`src/logic/bpd_pkg.sv`:
```
`default_nettype none
package bpd_pkg;
  // =====================================================
  // register indices, byte address is four times the index
  localparam logic [7:0] IDX_STRING_CTRL = 8'h28;
  localparam logic [7:0] IDX_FREQ_CTRL   = 8'h29;
  localparam logic [7:0] IDX_DUTY        = 8'h2A;
  localparam logic [7:0] IDX_STATUS      = 8'h2B;
  localparam int         ADDR_W          = 10;
  // =====================================================
  // field positions
  localparam int STRING_ONE_BIT   = 5;
  localparam int STRING_TWO_BIT   = 6;
  localparam int STRING_THREE_BIT = 7;
  localparam int FREQ_LSB         = 0;
  localparam int FREQ_W           = 3;
  localparam int PWM_OUT_EN_BIT   = 6;
  localparam int STAT_LEVEL_BIT   = 0;
  localparam int STAT_DUTY_LSB    = 8;
  // =====================================================
  // reset values, plus the reserved and fastest frequency codes
  localparam logic [7:0]        DUTY_RST      = 8'h00;
  localparam logic [FREQ_W-1:0] FREQ_RST      = 3'h0;
  localparam logic [FREQ_W-1:0] FREQ_RESERVED = 3'h7;
  localparam logic [FREQ_W-1:0] FREQ_FASTEST  = 3'h6;
  // =====================================================
  // time base: slot rate is the reference times two to the code, with reserved code 7 run as 6
  localparam int CLK_HZ       = 25000000;
  localparam int REF_HZ       = 32768;
  localparam int ACC_W        = 26;
  localparam int SLOTS        = 256;
  localparam int NUM_SINKS    = 4;
  // least clocks between slot ticks at the fastest code
  localparam int MIN_TICK_GAP = CLK_HZ / (REF_HZ * 64);
endpackage
`default_nettype wire

```
`src/logic/bpd_dimmer.sv`:
```
// Implementation choices: the register addresses and the Avalon-MM interface to the registers.
`default_nettype none
module bpd_dimmer #(
  parameter int NUM_SINKS = bpd_pkg::NUM_SINKS
) (
  input  wire logic                       clk,
  input  wire logic                       srst,
  input  wire logic [bpd_pkg::ADDR_W-1:0] avs_address,
  input  wire logic                       avs_read,
  input  wire logic                       avs_write,
  input  wire logic [31:0]                avs_writedata,
  input  wire logic [3:0]                 avs_byteenable,
  output logic      [31:0]                avs_readdata,
  output logic                            avs_waitrequest,
  output logic      [NUM_SINKS-1:0]       sink_out,
  output logic      [NUM_SINKS-1:0]       sink_oe,
  output logic                            backlight_boost_supply_en
);
  import bpd_pkg::*;

  // =====================================================
  // registers
  logic [7:0]        backlight_duty_level_r;
  logic [FREQ_W-1:0] backlight_freq_select_r;
  logic              sink_pwm_output_enable_r;
  logic              string_one_enable_r;
  logic              string_two_enable_r;
  logic              string_three_enable_r;
  logic [7:0]        duty_applied_r;
  logic [7:0]        slot_cnt_r;
  logic [ACC_W-1:0]  acc_r;
  logic              pwm_r;
  logic              ack_r;
  logic [31:0]       rdata_r;
  logic [NUM_SINKS-1:0] sink_oe_r;
  logic              boost_en_r;

  // =====================================================
  // bus decode: one wait state on every access
  wire              req        = avs_read | avs_write;
  wire [7:0]        word_idx   = avs_address[ADDR_W-1:2];
  wire              hit_string = (word_idx == IDX_STRING_CTRL);
  wire              hit_freq   = (word_idx == IDX_FREQ_CTRL);
  wire              hit_duty   = (word_idx == IDX_DUTY);
  wire              hit_status = (word_idx == IDX_STATUS);
  wire              wr_take    = avs_write & ack_r & avs_byteenable[0];
  wire [7:0]        wr_byte    = avs_writedata[7:0];

  wire [7:0] string_view = {string_three_enable_r, string_two_enable_r,
                            string_one_enable_r, 5'h00};
  wire [7:0] freq_view   = {1'b0, sink_pwm_output_enable_r, 1'b0, 2'h0,
                            backlight_freq_select_r};
  wire [31:0] status_view = {16'h0000, duty_applied_r, 7'h00, pwm_r};
  wire [31:0] rdata_nxt   = hit_string ? {24'h000000, string_view} :
                            hit_freq   ? {24'h000000, freq_view} :
                            hit_duty   ? {24'h000000, backlight_duty_level_r} :
                            hit_status ? status_view : 32'h00000000;

  assign avs_waitrequest = req & ~ack_r;
  assign avs_readdata    = rdata_r;

  always_ff @(posedge clk) begin
    if (srst) begin
      ack_r   <= 1'b0;
      rdata_r <= 32'h00000000;
    end else begin
      ack_r <= req & ~ack_r;
      if (avs_read & ~ack_r) begin
        rdata_r <= rdata_nxt;
      end
    end
  end

  // =====================================================
  // software-written fields; unmapped and reserved bits are dropped
  always_ff @(posedge clk) begin
    if (srst) begin
      backlight_duty_level_r   <= DUTY_RST;
      backlight_freq_select_r  <= FREQ_RST;
      sink_pwm_output_enable_r <= 1'b0;
      string_one_enable_r      <= 1'b0;
      string_two_enable_r      <= 1'b0;
      string_three_enable_r    <= 1'b0;
    end else if (wr_take) begin
      if (hit_duty) begin
        backlight_duty_level_r <= wr_byte;
      end
      if (hit_freq) begin
        backlight_freq_select_r  <= wr_byte[FREQ_LSB +: FREQ_W];
        sink_pwm_output_enable_r <= wr_byte[PWM_OUT_EN_BIT];
      end
      if (hit_string) begin
        string_one_enable_r   <= wr_byte[STRING_ONE_BIT];
        string_two_enable_r   <= wr_byte[STRING_TWO_BIT];
        string_three_enable_r <= wr_byte[STRING_THREE_BIT];
      end
    end
  end

  // =====================================================
  // slot time base: phase accumulator gives an exact average rate
  // of the reference times 2^code, so one 256-slot period equals
  // the reference divided by 256 >> code; reserved code runs as 110
  wire [FREQ_W-1:0] code_eff = (backlight_freq_select_r == FREQ_RESERVED) ?
                               FREQ_FASTEST : backlight_freq_select_r;
  wire [ACC_W-1:0]  step     = ACC_W'(REF_HZ) << code_eff;
  wire [ACC_W-1:0]  acc_sum  = acc_r + step;
  wire              slot_tick = (acc_sum >= ACC_W'(CLK_HZ));
  wire [ACC_W-1:0]  acc_nxt  = slot_tick ? acc_sum - ACC_W'(CLK_HZ) : acc_sum;
  wire              period_start = slot_tick & (slot_cnt_r == 8'hFF);

  always_ff @(posedge clk) begin
    if (srst) begin
      acc_r <= '0;
    end else begin
      acc_r <= acc_nxt;
    end
  end

  // =====================================================
  // slot counter and compare; duty is latched only at the wrap so a
  // running period is never cut short or stretched
  always_ff @(posedge clk) begin
    if (srst) begin
      slot_cnt_r     <= 8'h00;
      duty_applied_r <= DUTY_RST;
    end else if (slot_tick) begin
      slot_cnt_r <= slot_cnt_r + 8'h01;
      if (period_start) begin
        duty_applied_r <= backlight_duty_level_r;
      end
    end
  end

  always_ff @(posedge clk) begin
    if (srst) begin
      pwm_r <= 1'b0;
    end else begin
      pwm_r <= (slot_cnt_r <= duty_applied_r);
    end
  end

  // =====================================================
  // sink drive: the fourth string has no enable bit of its own
  // and follows string three
  wire [NUM_SINKS-1:0] string_en;
  genvar g;
  generate
    for (g = 0; g < NUM_SINKS; g++) begin : g_sink
      if (g == 0) begin : g_one
        assign string_en[g] = string_one_enable_r;
      end else if (g == 1) begin : g_two
        assign string_en[g] = string_two_enable_r;
      end else begin : g_rest
        assign string_en[g] = string_three_enable_r;
      end
    end
  endgenerate

  wire [NUM_SINKS-1:0] pwm_all  = {NUM_SINKS{pwm_r}};
  wire [NUM_SINKS-1:0] sink_nxt = sink_pwm_output_enable_r ? pwm_all
                                                           : string_en & pwm_all;
  wire boost_nxt = ~sink_pwm_output_enable_r & (|string_en);

  always_ff @(posedge clk) begin
    if (srst) begin
      sink_oe_r  <= '0;
      boost_en_r <= 1'b0;
    end else begin
      sink_oe_r  <= sink_nxt;
      boost_en_r <= boost_nxt;
    end
  end

  // sinks only ever pull low; the pull-up or LED string sets the high level
  assign sink_out                  = '0;
  assign sink_oe                   = sink_oe_r;
  assign backlight_boost_supply_en = boost_en_r;

  // =====================================================
  // checks
  bus_wait_a: assert property (@(posedge clk) disable iff (srst)
    (req && avs_waitrequest) |=> !avs_waitrequest)
    else $error("access not answered after one wait state");

  reset_val_a: assert property (@(posedge clk)
    srst |=> (backlight_duty_level_r == 8'h00 && backlight_freq_select_r == 3'h0))
    else $error("duty or frequency not cleared by reset");

  duty_hold_a: assert property (@(posedge clk) disable iff (srst)
    !period_start |=> $stable(duty_applied_r))
    else $error("applied duty changed inside a period");

  duty_load_a: assert property (@(posedge clk) disable iff (srst)
    period_start |=> duty_applied_r == $past(backlight_duty_level_r))
    else $error("new duty not applied at period start");

  tick_gap_a: assert property (@(posedge clk) disable iff (srst)
    slot_tick |=> !slot_tick [*8])
    else $error("slot ticks faster than the fastest code allows");

  slot_wrap_a: assert property (@(posedge clk) disable iff (srst)
    period_start |=> (slot_cnt_r == 8'h00) ##1 pwm_r)
    else $error("period did not start with the output on");

  full_on_a: assert property (@(posedge clk) disable iff (srst)
    (duty_applied_r == 8'hFF) [*2] |-> pwm_r)
    else $error("all-ones duty not fully on");

  pwm_mode_a: assert property (@(posedge clk) disable iff (srst)
    $past(sink_pwm_output_enable_r) |-> sink_oe == {NUM_SINKS{$past(pwm_r)}})
    else $error("pwm output mode does not follow the level");

  string_off_a: assert property (@(posedge clk) disable iff (srst)
    (!sink_pwm_output_enable_r && !string_one_enable_r) |=> !sink_oe[0])
    else $error("disabled string one still sinking");

  boost_use_a: assert property (@(posedge clk) disable iff (srst)
    sink_pwm_output_enable_r |=> !backlight_boost_supply_en)
    else $error("boost requested in pwm output mode");
endmodule
`default_nettype wire

```
`config.mk`:
```
export PLATFORM = sky130hd
export DESIGN_NAME = bpd_dimmer
export DESIGN_NICKNAME = d
export VERILOG_FILES = /design/src/logic/bpd_pkg.sv /design/src/logic/bpd_dimmer.sv
export SDC_FILE = /design/constraint.sdc
export NUM_CORES = 1
export LEC_CHECK = 0
export BUFFER_PORTS_ARGS = -buffer_cell sky130_fd_sc_hd__buf_2
export CAP_MARGIN = 30
export CORE_ASPECT_RATIO = 0.9
export CORE_MARGIN = 4
export CORE_UTILIZATION = 49
export DETAILED_ROUTE_END_ITERATION = 10
export HOLD_SLACK_MARGIN = 0.12
export PLACE_DENSITY = 0.76
export SYNTH_ARGS = -nofsm -noshare
export SYNTH_HDL_FRONTEND = slang
export SYNTH_SLANG_ARGS = --single-unit
```
`constraint.sdc`:
```
create_clock -name clk -period 2.92 [get_ports clk]
set_clock_uncertainty 0.05 [all_clocks]
set_input_delay 0.438 -clock clk [delete_from_list [all_inputs] [get_ports clk]]
set_output_delay 0.438 -clock clk [all_outputs]
set_load 0.02 [all_outputs]
```
==> results.yml, run 1 <==
clock_network:
  clkLatencyLatePin_ns: 0.35
  ctsHoldBuffers: 0
  cts_max_level: 3
  root_buffer: "clkbuf_8"
  path_clk_slew_ns: 0.09
  cts_tree: "yes"
  clk_path_buf_depth: 2
  cts.sinks: 73
  cts_made_buffers: 9
logic_synthesis:
  syn_inst: 481
  synth_seq_area_share_pct: 35.5
  synth_area_um2: 4120
  yosysTopAreaCellShare_pct: 35.5
  synth_area_leaders: "dfxtp_1, mux2i_1, ha_1, nor2_1, a21oi_1"
  synthArstFlopShare_pct: 0
  dominantRegCellSynth: "dfxtp_1"
  ys_seq_elements: 73
  yosysTopAreaCell: "dfxtp_1"
  synth.distinct_cells: 60
  ys.warnings.count: 0
  syn_area_per_cell_um2: 8.56
  synth_edf_count: 0
grt:
  overflow: 0
  grt_antenna_before_repair: 0
  grt_max_degree: 43
  grt_pass1_wl_um: 16500
  grt_pass1_vias: 3643
  grt.total_usage_pct: 20.3
sta:
  rsz0062_at_grt: "true"
  min_period_ns: 3.09
  fin_ws_ns: -0.170
  min_period_over_period_pct: 106
  drv_slew: 0
  tightest_slew_ns: 0.880
  relSlewSlack_pct: 40.5
  max_clock_freq_ghz: 0.324
  hold_violations: 0
  finalSetupViolations: 32
layout:
  final_layout_size_suffix_gt1_share_pct: 29.8
  multi_input_area_um2: 2640
  layout.area.seq_um2: 1470
  diodes: 0
  syn_to_final_growth_pct: 27.2
  layout.nets: 639
  layoutNonFillerInstCount: 672
  n_fill_cell: 659
  post-route-util_pct: 64.6
floorplan:
  chipWidth_um: 105
  die_h_um: 95.0
  start_util_pct: 50.8
  row_count: 31
  core_region_area_um2: 8110
  ios: 92
  die_area_um2: 9940
worst_setup_path:
  arrival_ns: 3.27
  cp_top_family: "compound AO/OA/AOI/OAI gates"
  startpoint_type: "register"
  slowest_delay_ns: 0.37
  critPathKind: "register to register"
  cpMaxStageDelayCell: "dfxtp_4"
  crit_path_end_kind: "register"
  crit_buf_inv: 3
  crit_chain: "buf_6, nor3b_2, ha_1, nor2_1, buf_4, o31ai_4, nand4_1, a21oi_2, a21oi_4, buf_12, o21a_4, nor4_2, mux2_2"
  required_ns: 3.10
  crit_fanout: 7
outcome:
  violations: "negative setup slack"
  outcome: "finished, violations left"
placed_design:
  portBuffers: 42
  routabilityCongestion: 0.830
  numPlacedInstances: 642
  dp_hpwl_um: 6770
route:
  antenna_left: 0
  vias_per_cell: 5.54
  post_drt_wl_per_cell_um: 15.0
  drc: 0
  drt_iter0_markers: 164
  via_count: 3721
  wl_um: 10100
  firstDrtPassIters: 4
pwr:
  powerDensity_nw_per_um2: 719
  p_leak_nw: 2.25
  ir_drop_v: 0.000379
hold_path:
  hp-class: "input port to register"
flow_run:
  drv_cap: 0
cell usage in the layout (no fill, tap or decap), types with 4 or more instances in the layout:
cell      count
nor3_1        9
clkbuf_8      9
ha_1         17
dfxtp_1      70
or3_1         9
buf_2        42
a21o_1        6
xnor2_1       7
buf_12        4
o21ai_0      14
buf_4        45
o21ai_1       5
nand3_1      12
buf_6         8
nor2_1       61
nand2b_1     19
a21oi_2      11
nand4_1       6
or3_4         7
nor4_1        5
a21oi_1      26
inv_1        18
nand2_1      19
nor2b_1       8
mux2i_1      28
conb_1       21
a22oi_1      13
registers in the layout, indices dropped and copies added, names as in the netlist:
register	flops
acc_r	20
avs_readdata	16
backlight_duty_level_r	8
duty_applied_r	8
slot_cnt_r	8
backlight_freq_select_r	3
sink_oe	3
ack_r	1
backlight_boost_supply_en	1
pwm_r	1
sink_pwm_output_enable_r	1
string_one_enable_r	1
string_three_enable_r	1
string_two_enable_r	1
logic make-up after synthesis:
family / Yosys count / synth area share, %
AND/OR/NAND/NOR: 183 / 23.0
multiplexers: 31 / 7.63
adder cells (fa/ha/maj): 20 / 6.26
flip-flops: 73 / 35.5
AO/OA/AOI/OAI: 100 / 16.3
other: 1 / 0.0911
XOR/XNOR: 12 / 3.01
buffers and inverters: 61 / 8.23
worst paths after layout:
kind,startpoint,end,slack (ns),depth (start not counted)
hold reg to reg,avs_readdata[4]$_SDFFE_PP0P_,avs_readdata[4]$_SDFFE_PP0P_,0.40,2
setup reg to reg,backlight_freq_select_r[1]$_SDFFE_PP0P_,slot_cnt_r[7]$_SDFFE_PP0P_,-0.17,13
hold / removal,avs_writedata[4],backlight_duty_level_r[4]$_SDFFE_PP0P_,0.27,3
setup / recovery,backlight_freq_select_r[1]$_SDFFE_PP0P_,slot_cnt_r[7]$_SDFFE_PP0P_,-0.17,13
cell usage after synthesis, drive strengths merged (2+ instances only):
cell type	instances
dfxtp	73
nor2	63
a21oi	39
mux2i	28
buf	26
ha	19
nand2	19
nand2b	19
o21ai	19
inv	18
clkbuf	17
or3	16
a22oi	14
nand3	13
nor3	12
xnor2	9
nor2b	8
a21o	6
nand4	6
nor4	6
and3	4
a211oi	3
and2	3
mux2	3
nor3b	3
nor4b	3
o21a	3
xor2	3
a211o	2
a21boi	2
and3b	2
o211ai	2
o31ai	2
or4b	2
metrics by stage:
stage	cell area (um^2)	hold WS, ns	TNS, ns	setup slack [ns]	total power (W)
floorplan	4240	0.408	-0.0190	-0.0190	0.00209
global route	5240	0.283	-7.88	-0.293	0.00398
detailed placement	4640	0.396	-4.95	-0.245	0.00252
CTS	5050	0.267	-1.35	-0.104	0.00360
global placement	4640	0.389	-3.04	-0.174	0.00247
finish	5240	0.275	-3.24	-0.170	0.00377
what timing repair did:
item / 4_1_cts / 5_1_grt
setup endpoints to repair: 34 / 36
pin swaps: 34 / 19
buffers inserted: 11 / 5
gates cloned: 1 / 0
gates resized for setup: 29 / 32
where the power goes:
group	leakage, nW	internal (W)	total (W)	switching, W
Sequential	0.593	0.00107	0.00115	0.0000799
Combinational	1.56	0.000880	0.00173	0.000853
Clock	0.102	0.000481	0.000880	0.000399
Total	2.25	0.00243	0.00377	0.00133
worst min-delay path, delay by kind of cell:
family	cells	cell delay (ns)
simple gates	1	0.08
buf+inv	1	0.07
mux	1	0.05
final cells by class:
type                            count  share of cell area [%]
Timing Repair Buffer               99                    13.7
Tap cell                           99                    2.37
Sequential cell                    73                    28.1
Inverter                           18                    1.29
Clock buffer                        9                    2.37
Multi-Input combinational cell    368                    50.4
Clock inverter                      6                    1.77
layer usage:
metal  routed length [um]  vias up  track usage (%)  part of all wire [%]
li1                     -     1835                -                     -
met1                 4590     1788             25.8                    46
met2                 4950       82             34.2                    49
met3                  394       16             4.72                   3.9
met4                  144        0             6.67                   1.4
met5                    0        -                0                     0
No activity file was read; power rests on OpenSTA's default activity.
==> inputs of run 2 (changes only) <==
--- a/config.mk
+++ b/config.mk
@@ -12,7 +12,7 @@
 export CORE_UTILIZATION = 49
 export DETAILED_ROUTE_END_ITERATION = 10
 export HOLD_SLACK_MARGIN = 0.12
-export PLACE_DENSITY = 0.76
+export PLACE_DENSITY = 0.85
 export SYNTH_ARGS = -nofsm -noshare
 export SYNTH_HDL_FRONTEND = slang
 export SYNTH_SLANG_ARGS = --single-unit
==> run 2 against run 1 <==
- the flow still finishes with violations (negative setup slack)
- critical path type unchanged
- sequential cell count stayed put
- utilization is 0.19 points higher
- cell count is 0.60% lower
- combinational power rose by 16%
- setup slack got worse by 0.068 ns
- non-clock buffer count shrank 4
- via count grew 3.1%
==> results.yml, run 2 (same netlist as run 1, synthesis figures left out) <==
outcome:
  outcome: "finished, violations left"
  violations: "negative setup slack"
grt:
  grt_pass1_vias: 3627
  grt.total_usage_pct: 20.1
  grt_antenna_before_repair: 0
  gr-usage-met3_pct: 4.17
  grtUsageMet2_pct: 37.7
  grt_max_degree: 63
  overflow: 0
  met1_usage_pct: 23.3
  grt_pass1_wl_um: 16400
  grt.busiest_layer: "met2"
clock_network:
  root_buffer: "clkbuf_8"
  cts_made_buffers: 9
  cts_tree: "yes"
  path_clk_slew_ns: 0.08
  cts.sinks: 73
  clk_path_buf_depth: 2
  clkLatencyLatePin_ns: 0.35
  cts_max_level: 3
  ctsHoldBuffers: 0
route:
  via_count: 3835
  vias_per_cell: 5.74
  antenna_left: 0
  drc: 0
  post_drt_wl_per_cell_um: 16.3
  wl_um: 10900
  firstDrtPassIters: 5
  drt_iter0_markers: 263
sta:
  fin_ws_ns: -0.238
  drv_slew: 0
  rsz0062_at_grt: "true"
  min_period_over_period_pct: 108
  finalSetupViolations: 33
  relSlewSlack_pct: 43.5
  tightest_slew_ns: 0.848
  hold_violations: 0
  min_period_ns: 3.16
  max_clock_freq_ghz: 0.317
layout:
  largest-register: "acc_r"
  diodes: 0
  largest_register_ffs: 20
  syn_to_final_growth_pct: 27.5
  layout_commonest_cell: "dfxtp_1"
  layout.nets: 635
  layout_common_cells: "dfxtp_1, nor2_1, buf_2"
  final_layout_size_suffix_gt1_share_pct: 31.5
floorplan:
  ios: 92
  die_area_um2: 9940
  chipWidth_um: 105
  start_util_pct: 50.8
  die_h_um: 95.0
  row_count: 31
  core_region_area_um2: 8110
hold_path:
  hp-class: "input port to register"
placed_design:
  dp_hpwl_um: 6820
  place_ws_ns: -0.223
  routabilityCongestion: 0.848
  portBuffers: 42
pwr:
  p_leak_nw: 2.23
  powerDensity_nw_per_um2: 769
  ir_drop_v: 0.000324
  p_total_w: 0.00404
worst_setup_path:
  required_ns: 3.13
  crit_path_end_kind: "register"
  crit_fanout: 8
  startpoint_type: "register"
  arrival_ns: 3.36
  critPathKind: "register to register"
flow_run:
  drv_cap: 0
==> run 2: per-layer routing <==
layer / part of all wire (%) / up-vias
met5: 0 / -
met4: 1.8 / 0
met3: 5.8 / 23
met2: 51 / 150
met1: 41 / 1832
li1: - / 1830
==> run 2: cell type report <==
type / instances / area, um^2
fill: 598 / 2860
timing repair buffer: 95 / 689
clock buffer: 9 / 124
clock inverter: 6 / 92.6
inverter: 18 / 67.6
sequential: 73 / 1470
multi-input combinational: 368 / 2680
tap: 99 / 124
==> run 2: timing repair <==
item                       CTS  global route
gates resized for setup     22            54
setup buffers                4             7
gates cloned                 1             0
setup endpoints to repair   35            36
pin swaps                   32            26
==> run 2: where the power goes <==
group          total, W  internal (W)  switching, W  leakage (nW)
Sequential      0.00115       0.00107     0.0000789         0.593
Clock          0.000874      0.000481      0.000393         0.102
Combinational   0.00201       0.00101       0.00101          1.54
Total           0.00404       0.00256       0.00148          2.23
==> run 2: worst max-delay path, cell delays in order (launching register included) <==
cell and delay, ns:
dfxtp_4 0.38, buf_6 0.12, nor3b_4 0.04, buf_4 0.14, fa_2 0.37, a21o_4 0.23, a221oi_2 0.25, xnor2_1 0.21
and4_4 0.31, a21oi_4 0.07, o21a_4 0.24, buf_6 0.15, buf_6 0.12, o21a_1 0.21, nor3_2 0.17
==> run 2: stage by stage <==
step | util [%] | area, um^2 | setup TNS, ns | hold WS (ns) | instances
after floorplan | - | 4240 | -0.0190 | 0.408 | 501
after global placement | 56.8 | 4600 | -3.13 | 0.389 | 640
after detailed placement | 56.8 | 4600 | -5.53 | 0.393 | 640
after CTS | 60.9 | 4940 | -0.812 | 0.266 | 660
after global routing | 64.8 | 5250 | -7.95 | 0.271 | 668
final | 64.8 | 5250 | -4.81 | 0.272 | 668
==> run 2: path summary, 6_finish.rpt <==
check	slack, ns	cells after the start	startpoint	endpoint
worst min register to register	0.40	2	avs_readdata[3]$_SDFFE_PP0P_	avs_readdata[3]$_SDFFE_PP0P_
worst min-delay path	0.27	2	srst	acc_r[8]$_SDFFE_PP0P_
worst max register to register	-0.24	14	backlight_freq_select_r[2]$_SDFFE_PP0P_	acc_r[17]$_SDFF_PP0_
worst max-delay path	-0.24	14	backlight_freq_select_r[2]$_SDFFE_PP0P_	acc_r[17]$_SDFF_PP0_
